$ cat config.mk
export PLATFORM = sky130hd
export DESIGN_NAME = gauge_i2c_target
export DESIGN_NICKNAME = d
export VERILOG_FILES = /design/src/hw/gauge_i2c_pkg.sv /design/src/hw/gauge_hold_timer.sv /design/src/hw/gauge_i2c_target.sv
export VERILOG_INCLUDE_DIRS = /design/src /design/src/hw
export SDC_FILE = /design/constraint.sdc
export NUM_CORES = 1
export LEC_CHECK = 0
export ABC_AREA = 1
export BUFFER_PORTS_ARGS = -buffer_cell sky130_fd_sc_hd__buf_2
export CORE_MARGIN = 3
export CORE_UTILIZATION = 47
export DETAILED_ROUTE_END_ITERATION = 8
export PLACE_DENSITY = 0.68
export SETUP_SLACK_MARGIN = 0.1
export SLEW_MARGIN = 20
export SYNTH_ARGS = -nofsm -noshare
export SYNTH_HDL_FRONTEND = slang
export SYNTH_SLANG_ARGS = --single-unit
$ cat constraint.sdc
create_clock -name core_clk_in -period 2.1 [get_ports core_clk_in]
set_clock_uncertainty 0.2 [all_clocks]
set_input_delay 0.21 -clock core_clk_in [delete_from_list [all_inputs] [get_ports core_clk_in]]
set_output_delay 0.21 -clock core_clk_in [all_outputs]
set_load 0.03 [all_outputs]
$ cat src/hw/gauge_i2c_defines.svh
// Constants of the two-wire target port of the battery monitor
// ==========================================================================
// Overview of operation
// - Answer only the fixed 7-bit target address 1010101.
// - First byte is 0xAA for write, 0xAB for read.
// - Support read, incremental read, quick read, single write, incremental write.
// - Quick read returns the byte at the current command pointer.
// - Pointer advances by one on every acknowledged data byte.
// - Data written to a read-only location is not acknowledged.
// - Command location above 0x6B is not acknowledged.
// - Bus held low for 2 seconds: release SDA and SCL.
// - Lines still held low after release: request low-power sleep.
// - Host polls standard commands at most twice per second.
// - Sleep and hibernate: stretch SCL at start of all traffic, up to 4 ms.
// - Normal modes: stretch only for packets carrying our own address.
// - Flow-control stretch after start, acknowledge or first bit, up to 4 ms; code stretches on any SCL fall from the address acknowledge on.
// - Non-volatile updates may stretch longer, up to 144 ms.
// - Two-byte commands occupy consecutive locations, both bytes accessed.
// - Write permission depends on sealed or unsealed access mode.
`ifndef GAUGE_I2C_DEFINES_SVH
`define GAUGE_I2C_DEFINES_SVH

// ==========================================================================
// Addressing
`define TARGET_ADDR 7'h55
`define WR_BYTE 8'hAA
`define RD_BYTE 8'hAB
`define CMD_MAX 8'h6B
`define BIT_LAST 3'h7
`define PTR_STEP 8'h01

// ==========================================================================
// Timing, core clock 10 MHz
`define CLK_HZ 32'h0098_9680
`define MS_PER_S 32'h0000_03E8
`define TIMEOUT_S 32'h0000_0002
`define WAKE_MS 32'h0000_0004
`define FLOW_MS 32'h0000_0004
`define NV_MAX_MS 32'h0000_0090
`define TIMEOUT_CYC (`TIMEOUT_S * `CLK_HZ)
`define WAKE_CYC (`WAKE_MS * `CLK_HZ / `MS_PER_S)
`define FLOW_CYC (`FLOW_MS * `CLK_HZ / `MS_PER_S)
`define NV_CYC (`NV_MAX_MS * `CLK_HZ / `MS_PER_S)
`define TMR_W 25

`endif

$ cat src/hw/gauge_i2c_pkg.sv
// Types shared by the two-wire target port
`default_nettype none
package gauge_i2c_pkg;
  // Protocol engine states
  typedef enum logic [2:0] {
    ST_IDLE, ST_ADDR, ST_CMD, ST_WDATA, ST_RDATA, ST_ACK_OUT, ST_ACK_IN, ST_IGNORE
  } state_t;
  // Device power modes
  typedef enum logic [2:0] {
    MODE_NORMAL, MODE_BATTERY_PRESENCE_WAIT, MODE_SNOOZE, MODE_SLEEP, MODE_HIBERNATE
  } mode_t;
endpackage
`default_nettype wire

$ cat src/hw/gauge_hold_timer.sv
// Up-counter that saturates at a limit, used for hold and timeout intervals
`timescale 1ns/100ps
`default_nettype none
module gauge_hold_timer #(
  parameter int W = 25
) (
  input wire logic core_clk_in,
  input wire logic rst_in,
  input wire logic clear_in,
  input wire logic [W-1:0] limit_in,
  output logic done_out
);
  logic [W-1:0] count;
  logic [W-1:0] next_count;

  // Saturate so done stays high until cleared
  always_comb begin
    next_count = count;
    if (clear_in) begin
      next_count = '0;
    end else if (count < limit_in) begin
      next_count = count + {{(W-1){1'h0}}, 1'h1};
    end
  end

  always_ff @(posedge core_clk_in) begin
    if (rst_in) begin
      count <= '0;
    end else begin
      count <= next_count;
    end
  end

  assign done_out = !clear_in && (count >= limit_in);
endmodule
`default_nettype wire

$ cat src/hw/gauge_i2c_target.sv
// Two-wire target port: protocol engine, stretching and stuck-bus timeout
`timescale 1ns/100ps
`default_nettype none
`include "gauge_i2c_defines.svh"
module gauge_i2c_target import gauge_i2c_pkg::*; #(
  parameter logic [`TMR_W-1:0] TIMEOUT_CYCLES = `TMR_W'(`TIMEOUT_CYC),
  parameter logic [`TMR_W-1:0] WAKE_CYCLES = `TMR_W'(`WAKE_CYC),
  parameter logic [`TMR_W-1:0] FLOW_CYCLES = `TMR_W'(`FLOW_CYC),
  parameter logic [`TMR_W-1:0] NV_CYCLES = `TMR_W'(`NV_CYC)
) (
  input wire logic core_clk_in,
  input wire logic rst_in,
  input wire logic scl_in,
  input wire logic sda_in,
  output logic scl_out,
  output logic scl_oe_out,
  output logic sda_out,
  output logic sda_oe_out,
  input wire mode_t power_mode_in,
  input wire logic sealed_in,
  input wire logic writable_sealed_in,
  input wire logic writable_unsealed_in,
  input wire logic core_busy_in,
  input wire logic nv_update_in,
  input wire logic [7:0] rd_data_in,
  output logic [7:0] cmd_addr_out,
  output logic [7:0] wr_addr_out,
  output logic [7:0] wr_data_out,
  output logic wr_en_out,
  output logic sleep_req_out
);
  // ========================================================================
  // Line edges and conditions
  logic scl_q, sda_q;
  logic scl_rise, scl_fall, start, stop, lines_high;
  assign scl_rise = scl_in && !scl_q;
  assign scl_fall = !scl_in && scl_q;
  assign start = scl_in && scl_q && sda_q && !sda_in;
  assign stop = scl_in && scl_q && !sda_q && sda_in;
  assign lines_high = scl_in && sda_in;

  // ========================================================================
  // Protocol engine state
  state_t state, next_state, after, next_after;
  logic [7:0] shift, next_shift, pointer, next_pointer;
  logic [7:0] wr_addr, next_wr_addr, wr_data, next_wr_data;
  logic [2:0] cnt, next_cnt;
  logic full, next_full, acked, next_acked, sda_low, next_sda_low, wr_en, next_wr_en;
  logic writable, to_done;
  // Permission follows the access mode; table lookup stays in the core
  assign writable = sealed_in ? writable_sealed_in : writable_unsealed_in;

  // Byte receive, acknowledge and transmit sequencing
  always_comb begin
    next_state = state;
    next_after = after;
    next_shift = shift;
    next_pointer = pointer;
    next_wr_addr = wr_addr;
    next_wr_data = wr_data;
    next_cnt = cnt;
    next_full = full;
    next_acked = acked;
    next_sda_low = sda_low;
    next_wr_en = 1'h0;
    if (to_done) begin
      next_state = ST_IDLE;
      next_sda_low = 1'h0;
      next_full = 1'h0;
    end else if (start) begin
      next_state = ST_ADDR;
      next_cnt = 3'h0;
      next_full = 1'h0;
      next_sda_low = 1'h0;
    end else if (stop) begin
      next_state = ST_IDLE;
      next_sda_low = 1'h0;
    end else begin
      case (state)
        ST_ADDR, ST_CMD, ST_WDATA: begin
          if (scl_rise) begin
            next_shift = {shift[6:0], sda_in};
            next_cnt = cnt + 3'h1;
            next_full = (cnt == `BIT_LAST);
          end else if (scl_fall && full) begin
            next_full = 1'h0;
            next_cnt = 3'h0;
            next_state = ST_IGNORE;
            if (state == ST_ADDR) begin
              // Only the two combined address bytes are answered
              if (shift == `WR_BYTE || shift == `RD_BYTE) begin
                next_sda_low = 1'h1;
                next_state = ST_ACK_OUT;
                next_after = shift[0] ? ST_RDATA : ST_CMD;
              end
            end else if (state == ST_CMD) begin
              if (shift <= `CMD_MAX) begin
                next_pointer = shift;
                next_sda_low = 1'h1;
                next_state = ST_ACK_OUT;
                next_after = ST_WDATA;
              end
            end else if (writable) begin
              next_wr_en = 1'h1;
              next_wr_addr = pointer;
              next_wr_data = shift;
              next_pointer = pointer + `PTR_STEP;
              next_sda_low = 1'h1;
              next_state = ST_ACK_OUT;
              next_after = ST_WDATA;
            end
          end
        end
        ST_ACK_OUT: begin
          if (scl_fall) begin
            next_state = after;
            next_sda_low = 1'h0;
            if (after == ST_RDATA) begin
              // No command byte needed: data comes from the live pointer
              next_shift = rd_data_in;
              next_sda_low = !rd_data_in[7];
            end
          end
        end
        ST_RDATA: begin
          if (scl_fall) begin
            if (cnt == `BIT_LAST) begin
              next_state = ST_ACK_IN;
              next_sda_low = 1'h0;
              next_cnt = 3'h0;
            end else begin
              next_shift = {shift[6:0], 1'h0};
              next_sda_low = !shift[6];
              next_cnt = cnt + 3'h1;
            end
          end
        end
        ST_ACK_IN: begin
          if (scl_rise) begin
            next_acked = !sda_in;
            if (!sda_in) begin
              next_pointer = pointer + `PTR_STEP;
            end
          end else if (scl_fall) begin
            // Pointer already moved, so read data is settled by now
            if (acked) begin
              next_state = ST_RDATA;
              next_shift = rd_data_in;
              next_sda_low = !rd_data_in[7];
            end else begin
              next_state = ST_IGNORE;
            end
          end
        end
        default: begin
          next_sda_low = 1'h0;
        end
      endcase
    end
  end

  always_ff @(posedge core_clk_in) begin
    if (rst_in) begin
      state <= ST_IDLE;
      after <= ST_IDLE;
      shift <= 8'h00;
      pointer <= 8'h00;
      wr_addr <= 8'h00;
      wr_data <= 8'h00;
      cnt <= 3'h0;
      full <= 1'h0;
      acked <= 1'h0;
      sda_low <= 1'h0;
      wr_en <= 1'h0;
    end else begin
      state <= next_state;
      after <= next_after;
      shift <= next_shift;
      pointer <= next_pointer;
      wr_addr <= next_wr_addr;
      wr_data <= next_wr_data;
      cnt <= next_cnt;
      full <= next_full;
      acked <= next_acked;
      sda_low <= next_sda_low;
      wr_en <= next_wr_en;
    end
  end

  // ========================================================================
  // Clock stretching and stuck-bus recovery
  logic stretch, next_stretch, waking, next_waking, released, next_released, sleep_req, next_sleep_req;
  logic owned, low_power, st_done;
  logic [`TMR_W-1:0] st_limit;
  assign owned = (state == ST_CMD) || (state == ST_WDATA) || (state == ST_RDATA) ||
                 (state == ST_ACK_OUT) || (state == ST_ACK_IN);
  assign low_power = (power_mode_in == MODE_SLEEP) || (power_mode_in == MODE_HIBERNATE);
  // Caps keep a hung core from holding the bus past its budget
  assign st_limit = waking ? WAKE_CYCLES : (nv_update_in ? NV_CYCLES : FLOW_CYCLES);

  gauge_hold_timer #(.W(`TMR_W)) stretch_timer (
    .core_clk_in(core_clk_in),
    .rst_in(rst_in),
    .clear_in(!stretch),
    .limit_in(st_limit),
    .done_out(st_done)
  );

  gauge_hold_timer #(.W(`TMR_W)) stuck_timer (
    .core_clk_in(core_clk_in),
    .rst_in(rst_in),
    .clear_in(lines_high),
    .limit_in(TIMEOUT_CYCLES),
    .done_out(to_done)
  );

  // Stretch begins on a falling SCL edge, while SCL is already low
  always_comb begin
    next_stretch = stretch;
    next_waking = waking;
    next_released = released;
    next_sleep_req = released && !lines_high;
    if (to_done) begin
      next_stretch = 1'h0;
      next_waking = 1'h0;
      next_released = 1'h1;
    end else begin
      if (lines_high) begin
        next_released = 1'h0;
      end
      if (start && low_power) begin
        next_waking = 1'h1;
      end
      if (stretch) begin
        if (st_done || !(waking || core_busy_in)) begin
          next_stretch = 1'h0;
          next_waking = 1'h0;
        end
      end else if (scl_fall && (waking || (core_busy_in && owned))) begin
        next_stretch = 1'h1;
      end
    end
  end

  always_ff @(posedge core_clk_in) begin
    if (rst_in) begin
      scl_q <= 1'h1;
      sda_q <= 1'h1;
      stretch <= 1'h0;
      waking <= 1'h0;
      released <= 1'h0;
      sleep_req <= 1'h0;
    end else begin
      scl_q <= scl_in;
      sda_q <= sda_in;
      stretch <= next_stretch;
      waking <= next_waking;
      released <= next_released;
      sleep_req <= next_sleep_req;
    end
  end

  // Open-drain: only ever pull low
  assign scl_out = 1'h0;
  assign sda_out = 1'h0;
  assign scl_oe_out = stretch;
  assign sda_oe_out = sda_low;
  assign cmd_addr_out = pointer;
  assign wr_addr_out = wr_addr;
  assign wr_data_out = wr_data;
  assign wr_en_out = wr_en;
  assign sleep_req_out = sleep_req;
endmodule
`default_nettype wire

==> results.ini, run 1 <==
[synth]
yosysSeqAreaShare=0.3470
synth_seq_cells=101
ys_warn_count=0
syn-mean-instance-area_um2=6.503
synth_cell_types=44
synth_cells=896
synth_area_um2=5827

[floorplan]
fp.dieH_um=117.3
core-area_um2=12060
die_w_um=117.3
io_pins=50
num_rows=40
start_util=0.4831
die_area_um2=13770

[critical_path]
r2r_cells=13
ff2ff_setup_slack_ps=-20
crit_type=reg2reg
cp_data_required_time_ps=2190
arrival_ps=2200
endpoint_kind=flip-flop
cp-start-kind=flip-flop
cp_max_fo=8

[final_layout]
area_delta_synth_final_pct=30.96
fin_area_um2=7631
multi_input_area_um2=3676
fillers=1110
n_antenna_cell=0
regArea_um2=2049
layout_commonest_cell=nand2_1
layout_common_cells=nand2_1, inv_1, nor2_1
layout-drive-gt1-share=0.2582
nets=1042

[timing]
setup_viol_count_final=1
fin_crit_sh=1.008
period_needed_ps=2117
fin_ws_ps=-16.79
rsz0062_at_grt=true
maxSlewViolCount=0
hold_viol_final=0
fmax_mhz=472.4
setup_tns_ps=-16.79

[hold_path]
holdCritPathClass=in2reg
hold_depth=5

[clock_network]
cts_buffers=9
clkTransAtPathRegs_ps=70
cts_root_buf=clkbuf_16
clk_latency_ps=360
cts_buffer_depth=2
cts_tree=built
cts_max_level=3
clock-sinks=101

[drt]
vias=6064
wl_met1_um=7129
dr_wl_met3_um=728
wl_um=15750
met2_length_um=7556
drt-pass1-iter-count=5
top_layer_used=met4
via_per_inst=5.143
ant_nets=0
drtIter0Drc=304
wl_per_cell_um=13.36
remaining_drc_errors=0

[power_and_ir_drop]
p_seq_frac=0.436
p_int_w=0.003181
power_density_nw_per_um2=620.3
power.switching_w=0.001552
leakage_nw=3.125
p_sw_frac=0.3279
peakVddDrop_mv=0.4439
power_w=0.004733
pwr-share-comb=0.219
clkPwrFrac=0.345

[global_routing]
grt_pass1_wl_um=25020
antenna_found_initial=0
overflow=0
grt_pass1_vias=5421
track_usage=0.2146
grt_max_degree=33

[place]
dpl-instance-area_um2=6573
port_buffers=47
routabilityCongestion=0.9314
post-dp-hpwl_um=10790

[outcome]
status=finished with violations
failed_checks=setup timing

[run]
cap_violations=0

-- state kept, by name (all words and copies together), names as in the netlist, 3 cells and up --
signal / cells
stretch_timer.count: 25
state: 3
cmd_addr_out: 8
stuck_timer.count: 25
wr_addr_out: 8
after: 3
shift: 8
cnt: 3
wr_data_out: 8
-- critical path: stages, from the launching register on --
cell and delay (ps):
dfxtp_2 350, inv_4 50, nand2_8 90, inv_1 80
ha_4 260, nor2_1 40, nor3_2 140, nand2_1 70
a21o_1 180, nand2_4 140, buf_12 110, clkbuf_16 120
nand2_1 70, a21oi_2 130
-- synth_stat cells, drive strengths merged --
cell type  instances  area share
a211oi             3      0.0039
a21boi             1      0.0013
a21o               1      0.0013
a21oi             71       0.064
a31oi              3      0.0032
and3               1      0.0011
buf               14       0.016
clkbuf             8      0.0052
conb               1     0.00064
dfxtp            101        0.35
ha                16       0.034
inv              120       0.077
mux2               1      0.0019
nand2            232        0.15
nand3             58       0.052
nand3b             1      0.0013
nand4             25       0.029
nor2             116       0.078
nor3              37       0.034
nor3b              2      0.0026
nor4               4      0.0043
o211ai             3      0.0039
o21a               1      0.0013
o21ai             46       0.041
o21bai             1      0.0013
o31ai              1      0.0013
or2                1      0.0011
xnor2              9       0.014
xor2              18       0.027
-- stage by stage --
| stage | std cells | setup slack (ps) | utilization | hold slack [ps] |
|---|---|---|---|---|
| 2_1_floorplan | 897 | 111.0 | - | 96.99 |
| 3_3_place_gp | 1138 | 40.15 | 0.5449 | 223.1 |
| 3_5_place_dp | 1138 | 15.19 | 0.5449 | 232.7 |
| 4_1_cts | 1159 | 40.37 | 0.5733 | 2.157 |
| 5_1_grt | 1179 | -121.7 | 0.6327 | 32.86 |
| 6_report | 1179 | -16.79 | 0.6327 | 9.226 |
-- worst paths after layout --
kind                    startpoint                 endpoint
hold / removal    power_mode_in[0]                   waking
setup reg to reg            waking  stretch_timer.count[19]
setup / recovery            waking  stretch_timer.count[19]
hold reg to reg           released            sleep_req_out
-- timing repair --
| action | in CTS | in global routing |
|---|---|---|
| buffers inserted | 3 | 15 |
| pin swaps | 2 | 24 |
| endpoints found under the setup margin | 35 | 77 |
| endpoints found under the hold margin | 2 | 0 |
| hold buffers | 2 | 0 |
| gates resized for setup | 7 | 141 |
| gates cloned | 0 | 5 |
-- cells by family after synthesis --
kind of cell / Yosys count / share of synthesized area
and+or+nand+nor: 477 / 0.3552
buffers and inverters: 142 / 0.09856
AOI/OAI and AO/OA: 131 / 0.1218
DFF: 101 / 0.3470
xor gates and xnor gates: 27 / 0.04058
adders and majority gates: 16 / 0.03436
other: 1 / 0.0006436
muxes: 1 / 0.001932
-- per-layer routing --
| layer | track usage | vias to the layer above |
|---|---|---|
| met2 | 0.3483 | 144 |
| met3 | 0.03713 | 25 |
| met4 | 0.08211 | 0 |
| li1 | - | 3117 |
| met1 | 0.2863 | 2778 |
| met5 | 0 | - |
-- power by group through the flow --
stage | clock, W | combinational, W | sequential [W]
floorplan | 0 | 0.000584 | 0.00212
global placement | 0 | 0.000900 | 0.00209
detailed placement | 0 | 0.000902 | 0.00209
CTS | 0.00165 | 0.000916 | 0.00205
global route | 0.00174 | 0.00115 | 0.00208
finish | 0.00163 | 0.00104 | 0.00207
-- layout make-up --
| type | count | share of cell area |
|---|---|---|
| clock buffer | 9 | 0.02951 |
| clock inverter | 7 | 0.007706 |
| inverter | 120 | 0.06001 |
| multi-input combinational | 654 | 0.4817 |
| sequential | 101 | 0.2686 |
| tap | 168 | 0.02755 |
| timing repair buffer | 120 | 0.1249 |
Note: power is estimated with default switching activity, not from simulation.
==> run 2, diff against run 1 <==
ABC_AREA = not set   (was 1)
==> run 2 against run 1 <==
The run still ends with setup timing left. First-iteration DRC count up 74%. Synthesized cell count down 27%. Worst setup slack worse by 360 ps. Combinational power up 110%. Die area down 5.9%. Non-clock buffer count up 97. Area after synthesis down 6.2%. Flip-flop and latch count unchanged. Highest routed layer unchanged.
==> results.ini, run 2 <==
[floorplan]
die_area_um2=12950  ; was 13770 um2
start_util=0.4931  ; was 0.4831
io_pins=50  ; unchanged
die_w_um=113.8  ; was 117.3 um
fp.dieH_um=113.8  ; was 117.3 um
core-area_um2=11080  ; was 12060 um2
num_rows=38  ; was 40

[timing]
relSlewSlack=0.5664
fin_hold_ws_ps=17.36  ; was 9.226 ps
fmax_mhz=403.8  ; was 472.4 MHz
period_needed_ps=2476  ; was 2117 ps
worst_slew_pin_slew_ps=648.9
fin_ws_ps=-376.4  ; was -16.79 ps
maxSlewViolCount=0  ; unchanged
hold_viol_final=0  ; unchanged
rsz0062_at_grt=true  ; unchanged
fin_crit_sh=1.179  ; was 1.008
setup_viol_count_final=95  ; was 1

[place]
post-dp-hpwl_um=11610  ; was 10790 um
dpl-instance-area_um2=7153  ; was 6573 um2
port_buffers=47  ; unchanged
dp_slack_ps=-378.1  ; was 15.19 ps
routabilityCongestion=0.9313  ; was 0.9314

[synth]
synth_area_leaders=dfxtp_1, mux2i_1, nor2_1  ; was dfxtp_1, nand2_1, inv_1
netlist.area_leader.share=0.3701  ; was 0.3470
synth_seq_cells=101  ; unchanged
syn-mean-instance-area_um2=8.353  ; was 6.503 um2
yosysTopAreaCell=dfxtp_1  ; unchanged
synth_area_um2=5463  ; was 5827 um2
async_reset_ff_frac=0  ; unchanged
synth_cells=654  ; was 896
yosysMostFrequentCell=dfxtp_1  ; was nand2_1
synthFlopType=dfxtp_1  ; unchanged
synth_edf_count=0  ; unchanged
synthTopCellsByCount=dfxtp_1, nor2_1, nand2_1  ; was nand2_1, inv_1, nor2_1
synth_cell_types=66  ; was 44
yosysSeqAreaShare=0.3701  ; was 0.3470
ys_warn_count=0  ; unchanged

[final_layout]
layout_common_cells=buf_4, dfxtp_1, nor2_1  ; was nand2_1, inv_1, nor2_1
fillers=700  ; was 1110
layout-drive-gt1-share=0.4421  ; was 0.2582
post-route-util=0.7757  ; was 0.6327
area_delta_synth_final_pct=57.31  ; was 30.96%
n_antenna_cell=0  ; unchanged
nets=886  ; was 1042
layout_commonest_cell=buf_4  ; was nand2_1
largestRegisters=stretch_timer.count x25, stuck_timer.count x25  ; unchanged
fin_area_um2=8593  ; was 7631 um2

[drt]
ant_nets=0  ; unchanged
wl_per_cell_um=18.77  ; was 13.36 um
wl_um=18680  ; was 15750 um
remaining_drc_errors=0  ; unchanged
drtIter0Drc=530  ; was 304
drt-pass1-iter-count=7  ; was 5
via_per_inst=5.910  ; was 5.143
vias=5880  ; was 6064

[global_routing]
grt_max_degree=22  ; was 33
grt_pass1_wl_um=29530  ; was 25020 um
track_usage=0.2852  ; was 0.2146
overflow=0  ; unchanged
antenna_found_initial=0  ; unchanged
grt_pass1_vias=5746  ; was 5421

[clock_network]
cts_buffer_depth=2  ; unchanged
cts_buffers=9  ; unchanged
cts_root_buf=clkbuf_16  ; unchanged
clkTransAtPathRegs_ps=80  ; was 70 ps
clk_latency_ps=360  ; about the same
cts_max_level=3  ; unchanged
cts_tree=built  ; unchanged
clock-sinks=101  ; unchanged

[power_and_ir_drop]
power.switching_w=0.002078  ; was 0.001552 W
p_seq_frac=0.348  ; was 0.436
power_density_nw_per_um2=701.7  ; was 620.3 nW/um2
peakVddDrop_mv=0.8513  ; was 0.4439 mV
clkPwrFrac=0.291  ; was 0.345
pwr-share-comb=0.360  ; was 0.219
p_sw_frac=0.3446  ; was 0.3279
power_w=0.006030  ; was 0.004733 W
p_int_w=0.003952  ; was 0.003181 W
leakage_nw=3.519  ; was 3.125 nW

[outcome]
failed_checks=setup timing  ; unchanged
status=finished with violations  ; unchanged

[hold_path]
holdCritPathClass=in2reg  ; unchanged
hp-start=rd_data_in[5]  ; was power_mode_in[0]
hold_end=shift[5]  ; was waking
hold_depth=3  ; was 5

[critical_path]
cp.depth=8  ; was 13
ff2ff_setup_slack_ps=-380  ; was -20 ps
cp_max_fo=8  ; unchanged
endpoint_kind=flip-flop  ; unchanged
r2r-end=stretch_timer.count[19]  ; unchanged
r2r_cells=8  ; was 13
cpPeakStageDelay_ps=410  ; was 350 ps
arrival_ps=2560  ; was 2200 ps
cp_slowest_cell=or4_4  ; was dfxtp_2
crit_path_cell_trace=nand2b_4 -> ha_4 -> a211o_1 -> a211oi_2 -> o21ai_4 -> a21o_4 -> or4_4 -> a21oi_2  ; was inv_4 -> nand2_8 -> inv_1 -> ha_4 -> nor2_1 -> nor3_2 -> nand2_1 -> a21o_1 -> nand2_4 -> buf_12 -> clkbuf_16 -> nand2_1 -> a21oi_2
cp-start-kind=flip-flop  ; unchanged
crit_buf_inv=0  ; was 4
crit_start=waking  ; unchanged
r2r-start=waking  ; unchanged
cp_data_required_time_ps=2190  ; about the same
crit_family=compound AO/OA/AOI/OAI gates  ; was simple AND/OR/NAND/NOR gates
crit_type=reg2reg  ; unchanged

[run]
cap_violations=0  ; unchanged

## run 2: changes by cell type after synthesis, moves of 11 or more
cell | before | now
nor2_1 | 111 | 82
a211oi_1 | 3 | 19
and3_1 | 1 | 12
clkbuf_1 | 8 | 24
or3_1 | 0 | 12
nand2_1 | 227 | 43
o21ai_0 | 42 | 19
xnor2_1 | 9 | 27
nand3_1 | 57 | 29
inv_1 | 115 | 17
a21oi_1 | 69 | 38
xor2_1 | 18 | 3
mux2i_1 | 0 | 33
nor3_1 | 36 | 19
## run 2: repair_timing
item                                   in CTS  in global routing
pin swaps                                  40                 49
endpoints found under the hold margin       3                  0
cloned                                      6                  0
buffers inserted                           27                  8
resized for setup                          96                 46
setup endpoints to repair                  95                 95
hold buffers                                4                  0
## run 2: cell families after synthesis
group | synth area share
and+or+nand+nor | 0.2623
AOI/OAI and AO/OA | 0.1791
DFF | 0.3701
buffers and inverters | 0.04054
muxes | 0.06253
xor gates and xnor gates | 0.04810
adders and majority gates | 0.03665
other | 0.0006865
## run 2: worst register-to-register path, cell delays in order, from the launching register on
cell and delay, ps:
dfxtp_2 320, nand2b_4 180, ha_4 250, a211o_1 270, a211oi_2 270, o21ai_4 150
a21o_4 240, or4_4 410, a21oi_2 120
## run 2: layout make-up
cell class	count	area (um2)	area share
Inverter	18	67.56	0.007863
Tap cell	140	175.2	0.02038
Clock buffer	9	225.2	0.02621
Sequential cell	101	2038	0.2372
Timing Repair Buffer	217	1854	0.2158
Multi-Input combinational cell	503	4153	0.4833
Clock inverter	7	80.08	0.009319
## run 2: worst max-delay path by stage
stage                                    endpoint  slack [ps]
after CTS                 stretch_timer.count[19]        -390
after global routing      stretch_timer.count[19]        -500
after detailed placement  stretch_timer.count[17]        -380
after floorplan           stretch_timer.count[19]        -260
final                     stretch_timer.count[19]        -380
after global placement    stretch_timer.count[15]        -320
## run 2: per-layer routing
layer / vias up / GRT usage / share of wire
met1: 2862 / 0.3595 / 0.41
met2: 197 / 0.4900 / 0.50
met4: 0 / 0.07918 / 0.021
met5: - / 0 / 0
met3: 43 / 0.06578 / 0.063
li1: 2778 / - / -
## run 2: power groups by stage
stage                     logic, W  clock network [W]  registers [W]
after floorplan            0.00119                  0        0.00215
after global placement     0.00186                  0        0.00213
after detailed placement   0.00188                  0        0.00213
after CTS                  0.00203            0.00177        0.00209
after global routing       0.00234            0.00184        0.00211
final                      0.00217            0.00176        0.00210
## run 2: stage by stage
stage                     TNS [ps]  std cells
final                       -22570        995
after global routing        -28840        995
after floorplan              -6178        655
after detailed placement    -13260        937
after CTS                   -19770        990
after global placement      -10180        937
